`config.mk`:
```
export PLATFORM = sky130hd
export DESIGN_NAME = output_compare_channel
export DESIGN_NICKNAME = d
export VERILOG_FILES = /design/src/hdl/ocmp_pkg.sv /design/src/hdl/output_compare_channel.sv
export SDC_FILE = /design/constraint.sdc
export NUM_CORES = 1
export LEC_CHECK = 0
export BUFFER_PORTS_ARGS = -buffer_cell sky130_fd_sc_hd__buf_2
export CAP_MARGIN = 30
export CORE_MARGIN = 2
export CORE_UTILIZATION = 35
export DETAILED_ROUTE_END_ITERATION = 10
export MAX_ROUTING_LAYER = met4
export RECOVER_POWER = 25
export SLEW_MARGIN = 20
export SYNTH_ARGS = -nofsm -noshare
export SYNTH_HDL_FRONTEND = slang
export SYNTH_SLANG_ARGS = --single-unit
export TNS_END_PERCENT = 50
```
`constraint.sdc`:
```
create_clock -name clk_sys -period 3.2 [get_ports clk_sys]
set_input_delay 0.64 -clock clk_sys [delete_from_list [all_inputs] [get_ports clk_sys]]
set_output_delay 0.64 -clock clk_sys [all_outputs]
set_load 0.1 [all_outputs]
```
`src/hdl/ocmp_pkg.sv`:
```
// Register map, field layout and mode encodings of the compare channel
package ocmp_pkg;

  localparam logic [11:0] ctrl_one_addr    = 12'h000;
  localparam logic [11:0] ctrl_two_addr    = 12'h004;
  localparam logic [11:0] primary_addr     = 12'h008;
  localparam logic [11:0] secondary_addr   = 12'h00c;
  localparam logic [11:0] timer_addr       = 12'h010;
  localparam logic [11:0] irq_status_addr  = 12'h014;
  localparam logic [11:0] irq_mask_addr    = 12'h018;

  localparam int mode_lsb       = 0;
  localparam int trig_mode_bit  = 3;
  localparam int fault0_bit     = 4;
  localparam int fault_en_bit   = 5;
  localparam int timer_en_bit   = 6;
  localparam int trig_stat_bit  = 6;

  localparam int irq_match_bit  = 0;
  localparam int irq_second_bit = 1;
  localparam int irq_fault_bit  = 2;
  localparam int irq_width      = 3;

  localparam logic [15:0] ctrl_one_reset  = 16'h0000;
  localparam logic [15:0] ctrl_two_reset  = 16'h0000;
  localparam logic [15:0] compare_reset   = 16'h0000;
  localparam logic [2:0]  irq_mask_reset  = 3'h0;

  typedef enum logic [2:0] {
    mode_off        = 3'b000,
    mode_set_high   = 3'b001,
    mode_set_low    = 3'b010,
    mode_toggle     = 3'b011,
    mode_dbl_single = 3'b100,
    mode_dbl_cont   = 3'b101,
    mode_pwm_edge   = 3'b110,
    mode_pwm_center = 3'b111
  } compare_mode_t;

endpackage

```
`src/hdl/output_compare_channel.sv`:
```
// Output compare channel with APB register slave and interrupt
//
// Functional notes
// - Mode 000 disables channel, no output activity
// - Mode 001 starts low, match drives high
// - Mode 010 starts high, match drives low
// - Mode 011 toggles output on every primary match
// - Mode 100 one pulse on primary/secondary matches
// - Mode 101 continuous pulses on alternate matches
// - Mode 110 edge PWM, 111 center PWM
// - Trigger status cleared by secondary match optionally
// - Fault A sets sticky fault-0 status
// - Fault enable/status only act in PWM modes
// - Comparator group selects this channel's comparator
// - Output and faults pass through pin-select enables
//
// Our own choices: the address map and register access over APB.
`timescale 1ns/1ps

module output_compare_channel
  import ocmp_pkg::*;
#(
  parameter int channel_index = 1,
  parameter int timer_width   = 16
) (
  // Clock and reset
  input  wire logic        clk_sys,
  input  wire logic        rst,
  // APB slave
  input  wire logic        psel,
  input  wire logic        penable,
  input  wire logic        pwrite,
  input  wire logic [11:0] paddr,
  input  wire logic [31:0] pwdata,
  output logic      [31:0] prdata,
  output logic             pready,
  output logic             pslverr,
  // Faults, comparators and pin select
  input  wire logic        fault_a_input,
  input  wire logic        fault_b_input,
  input  wire logic [2:0]  comparator_out,
  input  wire logic        output_pin_assigned,
  input  wire logic        fault_pin_assigned,
  // Compare pin and interrupt
  output logic             compare_output_pin,
  output logic             irq
);

  // Counter is 1 to 16 bits wide; comparator groups cover nine channels
  if (timer_width < 1 || timer_width > 16) begin : g_bad_width
    $error("timer_width must be 1 to 16");
  end
  if (channel_index < 1 || channel_index > 9) begin : g_bad_channel
    $error("channel_index must be 1 to 9");
  end

  typedef struct packed {
    logic [15:0] compare_control_one;
    logic [15:0] compare_control_two;
    logic [15:0] primary_compare_value;
    logic [15:0] secondary_compare_value;
    logic [15:0] compare_timer;
    logic        out_level;
    logic        shot_done;
    logic        pulse_phase;
    logic        count_down;
    logic        trigger_status;
    logic [2:0]  irq_status;
    logic [2:0]  irq_mask;
    logic [31:0] rdata;
    logic        ready;
    logic        slverr;
    logic        pin;
    logic        irq_line;
  } state_t;

  state_t cur;
  state_t next_state;

  // Comparator feeding this channel's group of three
  function automatic logic group_comparator(input logic [2:0] cmp);
    int grp;
    grp = (channel_index - 1) / 3;
    return cmp[grp[1:0]];
  endfunction

  function automatic logic is_pwm(input logic [2:0] m);
    return m[2] & m[1];
  endfunction

  logic [2:0]  mode;
  logic        pri_match;
  logic        sec_match;
  logic        fault_seen;
  logic        wr;
  logic        rd;
  logic [15:0] tmax;
  logic        mode_write;

  assign mode       = cur.compare_control_one[mode_lsb +: 3];
  assign tmax       = 16'((32'h1 << timer_width) - 1);
  assign pri_match  = (cur.compare_timer == cur.primary_compare_value);
  assign sec_match  = (cur.compare_timer == cur.secondary_compare_value);
  assign wr = psel & penable & pwrite & ~cur.ready;
  assign rd = psel & penable & ~pwrite & ~cur.ready;
  assign mode_write = wr & (paddr == ctrl_one_addr);

  // Fault only counted with pins mapped and a PWM mode selected
  assign fault_seen = fault_pin_assigned & is_pwm(mode)
                    & cur.compare_control_one[fault_en_bit]
                    & (fault_a_input | group_comparator(comparator_out));

  always_comb begin
    next_state = cur;
    next_state.ready  = 1'b0;
    next_state.slverr = 1'b0;

    ////////////////////////////////////////////////////////////////////
    // Timer: free counting, cleared on secondary match in edge PWM, up/down in center PWM
    if (cur.compare_control_one[timer_en_bit] && mode != mode_off) begin
      if (mode == mode_pwm_center) begin
        if (!cur.count_down) begin
          if (cur.compare_timer >= cur.secondary_compare_value) begin
            next_state.count_down = 1'b1;
            next_state.compare_timer = cur.compare_timer - 16'h0001;
          end else begin
            next_state.compare_timer = cur.compare_timer + 16'h0001;
          end
        end else if (cur.compare_timer == 16'h0000) begin
          next_state.count_down = 1'b0;
          next_state.compare_timer = 16'h0001;
        end else begin
          next_state.compare_timer = cur.compare_timer - 16'h0001;
        end
      end else if (mode == mode_pwm_edge && sec_match) begin
        next_state.compare_timer = 16'h0000;
      end else begin
        next_state.compare_timer = (cur.compare_timer + 16'h0001) & tmax;
      end
    end

    ////////////////////////////////////////////////////////////////////
    // Output behaviour per mode, evaluated every cycle
    unique case (compare_mode_t'(mode))
      mode_off: begin
        next_state.out_level = 1'b0;
      end
      mode_set_high: begin
        if (pri_match && !cur.shot_done) begin
          next_state.out_level = 1'b1;
          next_state.shot_done = 1'b1;
        end
      end
      mode_set_low: begin
        if (pri_match && !cur.shot_done) begin
          next_state.out_level = 1'b0;
          next_state.shot_done = 1'b1;
        end
      end
      mode_toggle: begin
        if (pri_match) begin
          next_state.out_level = ~cur.out_level;
        end
      end
      mode_dbl_single: begin
        if (!cur.shot_done && !cur.pulse_phase && pri_match) begin
          next_state.out_level = 1'b1;
          next_state.pulse_phase = 1'b1;
        end else if (!cur.shot_done && cur.pulse_phase && sec_match) begin
          next_state.out_level = 1'b0;
          next_state.pulse_phase = 1'b0;
          next_state.shot_done = 1'b1;
        end
      end
      mode_dbl_cont: begin
        if (!cur.pulse_phase && pri_match) begin
          next_state.out_level = 1'b1;
          next_state.pulse_phase = 1'b1;
        end else if (cur.pulse_phase && sec_match) begin
          next_state.out_level = 1'b0;
          next_state.pulse_phase = 1'b0;
        end
      end
      mode_pwm_edge: begin
        // High from period start until primary match
        if (cur.compare_control_one[fault0_bit]) begin
          next_state.out_level = 1'b0;
        end else if (sec_match) begin
          next_state.out_level = 1'b1;
        end else if (pri_match) begin
          next_state.out_level = 1'b0;
        end
      end
      mode_pwm_center: begin
        // High while timer is below primary value, mirrored both ways
        if (cur.compare_control_one[fault0_bit]) begin
          next_state.out_level = 1'b0;
        end else begin
          next_state.out_level =
            (cur.compare_timer < cur.primary_compare_value);
        end
      end
    endcase

    ////////////////////////////////////////////////////////////////////
    // Trigger status and fault flag
    if (cur.compare_control_one[trig_mode_bit] && sec_match
        && mode != mode_off) begin
      next_state.trigger_status = 1'b0;
    end
    if (!is_pwm(mode)) begin
      next_state.compare_control_one[fault0_bit] = 1'b0;
    end

    ////////////////////////////////////////////////////////////////////
    // APB access, single wait state
    if (wr) begin
      next_state.ready = 1'b1;
      unique case (paddr)
        ctrl_one_addr: begin
          // Fault flag is not writable except to clear
          next_state.compare_control_one =
            {pwdata[15:5], cur.compare_control_one[fault0_bit]
             & pwdata[fault0_bit], pwdata[3:0]};
        end
        ctrl_two_addr: begin
          next_state.compare_control_two = pwdata[15:0];
          next_state.trigger_status = pwdata[trig_stat_bit];
        end
        primary_addr:   next_state.primary_compare_value = pwdata[15:0];
        secondary_addr: next_state.secondary_compare_value = pwdata[15:0];
        timer_addr:     next_state.compare_timer = pwdata[15:0] & tmax;
        irq_status_addr: begin
          next_state.irq_status = cur.irq_status & ~pwdata[irq_width-1:0];
        end
        irq_mask_addr:  next_state.irq_mask = pwdata[irq_width-1:0];
        default:        next_state.slverr = 1'b1;
      endcase
    end

    // A mode write restarts the single-shot sequencing
    if (mode_write) begin
      next_state.shot_done   = 1'b0;
      next_state.pulse_phase = 1'b0;
      next_state.count_down  = 1'b0;
      next_state.out_level   = (pwdata[2:0] == mode_set_low);
    end

    if (rd) begin
      next_state.ready = 1'b1;
      next_state.rdata = 32'h0000_0000;
      unique case (paddr)
        ctrl_one_addr: next_state.rdata = {16'h0000, cur.compare_control_one};
        ctrl_two_addr: begin
          next_state.rdata = {16'h0000, cur.compare_control_two};
          next_state.rdata[trig_stat_bit] = cur.trigger_status;
        end
        primary_addr:
          next_state.rdata = {16'h0000, cur.primary_compare_value};
        secondary_addr:
          next_state.rdata = {16'h0000, cur.secondary_compare_value};
        timer_addr:     next_state.rdata = {16'h0000, cur.compare_timer};
        irq_status_addr: next_state.rdata = {29'h0, cur.irq_status};
        irq_mask_addr:  next_state.rdata = {29'h0, cur.irq_mask};
        default:        next_state.slverr = 1'b1;
      endcase
    end

    ////////////////////////////////////////////////////////////////////
    // Hardware sets win over a same-cycle clear
    if (fault_seen) begin
      next_state.compare_control_one[fault0_bit] = 1'b1;
      next_state.irq_status[irq_fault_bit] = 1'b1;
    end
    if (mode != mode_off && pri_match) begin
      next_state.irq_status[irq_match_bit] = 1'b1;
    end
    if (mode != mode_off && sec_match) begin
      next_state.irq_status[irq_second_bit] = 1'b1;
    end

    // Pin is low unless mapped to a remappable pin
    next_state.pin = output_pin_assigned & next_state.out_level;
    next_state.irq_line = |(next_state.irq_status & next_state.irq_mask);
  end

  always_ff @(posedge clk_sys) begin
    if (rst) begin
      cur <= '0;
      cur.compare_control_one     <= ctrl_one_reset;
      cur.compare_control_two     <= ctrl_two_reset;
      cur.primary_compare_value   <= compare_reset;
      cur.secondary_compare_value <= compare_reset;
      cur.irq_mask                <= irq_mask_reset;
    end else begin
      cur <= next_state;
    end
  end

  assign prdata             = cur.rdata;
  assign pready             = cur.ready;
  assign pslverr            = cur.slverr;
  assign compare_output_pin = cur.pin;
  assign irq                = cur.irq_line;

  // Fault B is accepted for pin compatibility; only fault A and the group comparator set status
  logic unused_fault_b;
  assign unused_fault_b = fault_b_input;

endmodule // output_compare_channel

```
# Word-level counts from Yosys, hierarchy flattened
# Cells that the tools add are included.
dict set report totals {
  regBits 111
  input_bits 56
  output_inout_bits 36
  word_cells 145
}
dict set report classes {
  addsub 2
  n_lt_le_gt_ge 2
  n_eq_ne 22
  mux 51
  bitwise 19
  reduce_logical 31
}
# cell n
set op_table {}
lappend op_table {{$mux W16} 10}
lappend op_table {{$pmux W16 S7} 1}
lappend op_table {{$mux W69} 1}
lappend op_table {{$eq A12 B5 Y1 const B} 3}
lappend op_table {{$eq A16 B16 Y1} 2}
lappend op_table {{$mux W1} 26}
lappend op_table {{$eq A12 B4 Y1 const B} 2}
lappend op_table {{$add A16 B1 Y16 const B} 1}
lappend op_table {{$ge A16 B16 Y1} 1}
lappend op_table {{$logic_not A16 Y1} 1}
lappend op_table {{$lt A16 B16 Y1} 1}
lappend op_table {{$sub A16 B1 Y16 const B} 1}
lappend op_table {{$logic_and A1 B1 Y1} 13}
lappend op_table {{$and A1 B1 Y1} 12}
lappend op_table {{$eq A12 B3 Y1 const B} 1}
lappend op_table {{$eq A3 B3 Y1 const B} 4}
lappend op_table {{$logic_not A12 Y1} 1}
lappend op_table {{$reduce_and A2 Y1} 5}
lappend op_table {{$eq A3 B2 Y1 const B} 3}
lappend op_table {{$mux W3} 3}
lappend op_table {{$mux W2} 4}
lappend op_table {{$ne A2 B2 Y1 const B} 4}
lappend op_table {{$pmux W1 S8} 1}
lappend op_table {{$mux W7} 1}
lappend op_table {{19 further kinds} 25}

# Longest topological paths before layout
dict set report depth {
  depth_word 9
  ltp_mapped 11
  mapped_depth_nobuf 11
}

# Worst setup path after synthesis
# No wires, ideal clock.
dict set report synth_path {
  path_kind {flip-flop to flip-flop}
  start {register cur, in the netlist pready}
  end {register cur, in the netlist irq}
  setup_ns 0.127
  arrival_ns 2.530
  required_time_ns 3.073
  slack_ns 0.543
  path_stages_with_launch 9
  path_buffers 1
  period_less_slack_ns 2.657
  cell_sequence {dfxtp_1 -> nand3b_1 -> nor2_1 -> clkbuf_1 -> nand2_1 -> nor3_1 -> mux2i_1 -> a211oi_1 -> or3_1}
}
dict set report synth_via {
  elab_chain_cells 6
  elab_cells_between_ends 8
  classes_between {mux (4); bitwise (3); reduce/logical (1)}
}
# item line_no
set synth_lines {}
lappend synth_lines {{start, declared} output_compare_channel.sv:77} ;# state_t cur;
lappend synth_lines {{start signal, assigned} output_compare_channel.sv:296} ;# cur <= next_state;
lappend synth_lines {{$not A1 Y1 *} output_compare_channel.sv:104} ;# assign wr = psel & penable & pwrite & ~cur.ready;
lappend synth_lines {{$and A1 B1 Y1 *} output_compare_channel.sv:104}
lappend synth_lines {{$mux W7 *} output_compare_channel.sv:217} ;# if (wr) begin
lappend synth_lines {{$mux W1, on equally long branches} {output_compare_channel.sv:275, output_compare_channel.sv:271, output_compare_channel.sv:278}}
lappend synth_lines {{$and A3 B3 Y3 *} output_compare_channel.sv:284} ;# next_state.irq_line = |(next_state.irq_status & next_state.irq_mask);
lappend synth_lines {{$reduce_or A3 Y1 *} output_compare_channel.sv:284}
# Mark *: on every way between the ends. The rest lies on a longest branch, timed or not.
# A chain may end at the register's enable or synchronous reset.

# Final worst setup path
dict set report layout_path {
  start {register cur[74] in the netlist's numbering}
  end {register cur[59] in the netlist's numbering}
}
dict set report layout_via {
  elab_chain_cells 7
  elab_cells_between_ends 10
  classes_between {order compare (1); eq/ne (1); mux (7); reduce/logical (1)}
}
# item line_no
set layout_lines {}
lappend layout_lines {{$ge A16 B16 Y1 / $eq A16 B16 Y1 (equally long branches)} {output_compare_channel.sv:123, output_compare_channel.sv:103}}
lappend layout_lines {{$mux W16 / $logic_and A1 B1 Y1 (equally long branches)} {output_compare_channel.sv:123, output_compare_channel.sv:135}}
lappend layout_lines {{$mux W16, on equally long branches} {output_compare_channel.sv:122, output_compare_channel.sv:135}}
lappend layout_lines {{$mux W16 *} output_compare_channel.sv:121} ;# if (mode == mode_pwm_center) begin
lappend layout_lines {{$mux W16 *} output_compare_channel.sv:120} ;# if (cur.compare_control_one[timer_en_bit] && mode != mode_off) begin
lappend layout_lines {{$mux W16} output_compare_channel.sv:219} ;# unique case (paddr)
lappend layout_lines {{$mux W69 *} output_compare_channel.sv:217}
# Marks and branches as above.

==> run metrics <==
worst slew pin tran=2250 ps; Die Y=143 um; row cnt=50; DRT Pass-1 Iters=5; hpwl dp=16,000 um; Vias=6,557; total clock sinks=110; top_reg_cell synth=dfxtp_1; CTS tree=built; fin crit share=91.2%; net switching power=0.726 mW; leakage power=2.72 nW; largest area contributor in the netlist=dfxtp_1; Synth warnings=0; root buf cell=clkbuf_16; Max Cap Violations=1; Total Wirelength=21,600 um; worst vdd ir=0.255 mV; family with the most delay on the worst path=compound AO/OA/AOI/OAI gates; final worst path period need=2920 ps; P per Cell Area=373 mW/mm^2; first-pass GRT wire length=33,200 um; Gates resized, CTS repair=0; Distinct cells, synth=70; Final GP Congestion=0.960; setup tns final=0 ps; largest net degree at the start of global routing=47; critical path depth=10; failing checks=capacitance limit, slew limit; Critical Path RT=3410 ps; initial core utilization=36.0%; Final ANT Viol Nets=0; dominant cells by area after synthesis=dfxtp_1 33%, nand2_1 9.3%, a21oi_1 6.6%, ha_1 6.5%, nor2_1 3.9%; Tightest Hold Check Type=flip-flop to flip-flop; violation count after the first detailed-routing iteration=881; Syn Area/Cell=7.55 um^2; clock buffer count from CTS=9; share of layout cells above drive strength 1=12.5%; FF+latch count, synth=110; mapped cell area=0.00678 mm^2; number of global-route vias before repair=5,838; vias per inst=5.48; critical path class=flip-flop to flip-flop; sequential share of power=48.3%; Final Hold Vio Count=0; fmax=343 MHz; Cell Chain, Critical Path=inv_1 > ha_1 > nand4_1 > or2_1 > a211oi_2 > nor4_2 > buf_4 > nor2_2 > a211oi_1 > o41ai_1; outcome=finished with violations; Worst-path clk slew=70 ps; port buffer count=56; Hold Crit Depth=2; R2R depth=10; overall routing resource usage=21.7%; largest stage delay on the critical path=480 ps; CP bufs+invs=2; Overall Power=2.84 mW; DRC=0; Clock Power Share=44.4%; Diodes inserted=0; core area=0.0188 mm^2; synthesized instance count=897; Die Area=0.0205 mm^2; Die Wd=143 um; initial antenna violation count=0; hold buffers post-CTS=0; I/O Pins=92; EDFF count, synth=0; fin nets=1,022; Synth top area share=32.5%; Seq/Total Area, Yosys=32.5%; Final Skew=9.57 ps; Area growth, synth to finish=12.2%; Clock Tree Buf Depth=2; fin. max-slew vios=47; Slowest-stage cell, CP=o41ai_1; commonest cells in the netlist=167 x nand2_1, 110 x dfxtp_1, 89 x a21oi_1, 70 x nor2_1, 46 x clkbuf_1; Final setup viols=0; WL/cell=18.0 um; Setup Fix Bufs, Post-CTS=0; Net Sw Frac=25.6%; Internal=2.11 mW; Slew Limit Headroom=-50.2%; most common cell in the synthesized netlist=nand2_1; Overflow after GRT=0; asr flop ratio synth=0%; WP data arrival=3120 ps; htree depth=3; Logic pwr share=7.3%; Critical Path Fanout Max=13; Crit. End Element=flip-flop; RSZ-0062 raised after global routing=no; latest clock arrival within the worst-skew pair=370 ps; crit start category=flip-flop
[stage by stage]
stage	util, %	hold slack, ps	instance area [um^2]	setup slack [ps]	instances
3_3_place_gp	38.8	438	7310	268	1180
2_1_floorplan	-	429	6830	543	912
3_5_place_dp	38.8	443	7310	224	1180
4_1_cts	40.6	453	7640	215	1196
6_report	40.4	454	7600	283	1196
5_1_grt	40.4	476	7600	128	1196
[placed cells by master, fill, tap and decap left out, types with 4 or more instances in the layout]
cell type / count
o41ai_1: 4
nor3_1: 24
and2_1: 6
nand2_1: 167
buf_4: 45
o31ai_1: 6
nand3_1: 18
and3_1: 14
dfxtp_1: 110
ha_1: 35
conb_1: 16
a221o_1: 14
o21ai_0: 25
nand3b_1: 9
nand2b_1: 7
mux2i_1: 5
a311oi_1: 5
nand4_1: 14
a211oi_1: 12
nor2_1: 69
buf_2: 35
o311ai_0: 7
nor2b_1: 8
a21o_1: 6
a22oi_1: 30
inv_1: 39
nor4_1: 6
xor2_1: 5
clkbuf_1: 22
or3_1: 4
clkbuf_16: 9
a31oi_1: 5
a21oi_1: 89
[registers in the layout (all words and copies together), names as in the netlist]
name and cells:
irq 1, prdata 16, compare_output_pin 1, pslverr 1
cur 90, pready 1
[logic make-up (layout without fill, tap and decap cells)]
| family | Yosys count | after routing | share of synthesized area (%) |
|---|---|---|---|
| adders and majority gates | 35 | 35 | 6.46 |
| buffers and inverters | 135 | 159 | 9.66 |
| other | 1 | 16 | 0.0553 |
| and+or+nand+nor | 367 | 367 | 25.8 |
| DFF | 110 | 110 | 32.5 |
| xor gates and xnor gates | 8 | 8 | 1.03 |
| muxes | 8 | 8 | 1.74 |
| AOI/OAI and AO/OA | 233 | 233 | 22.7 |
[path summary, 6_finish.rpt]
path	start	end	slack, ps
setup / recovery	cur[74]	cur[59]	280
hold / removal	cur[108]	cur[108]	450
setup reg to reg	cur[74]	cur[59]	280
hold reg to reg	cur[108]	cur[108]	450
[area by class of cell]
class / instances / area, um^2
Multi-Input combinational cell: 667 / 3980
Tap cell: 260 / 325
Clock inverter: 5 / 82.6
Sequential cell: 110 / 2200
Inverter: 39 / 146
Fill cell: 2000 / 11200
Clock buffer: 11 / 243
Timing Repair Buffer: 104 / 622
[metal layers]
layer  share of wire (%)  global-route usage, %  routed length (um)  vias to the layer above
met5                   0                      -                   0                        -
met2                  43                   31.3                9240                      264
met1                  48                   31.7               10300                     3058
met4                 1.7                   6.10                 367                        0
li1                    -                      -                   -                     3207
met3                 7.5                   2.65                1620                       28
[power by group through the flow]
stage,combinational (mW),sequential (mW),clock (mW)
final,0.208,1.37,1.26
after global routing,0.219,1.37,1.33
after CTS,0.208,1.37,1.28
after detailed placement,0.208,1.40,0
after global placement,0.208,1.40,0
after floorplan,0.152,1.41,0
[worst register-to-register path, stage by stage, from the launching register on]
cell and delay, ps:
dfxtp_1 350, inv_1 60, ha_1 310, nand4_1 170, or2_1 290, a211oi_2 310
nor4_2 90, buf_4 210, nor2_2 350, a211oi_1 130, o41ai_1 480
(Power assumes the default switching activity.)
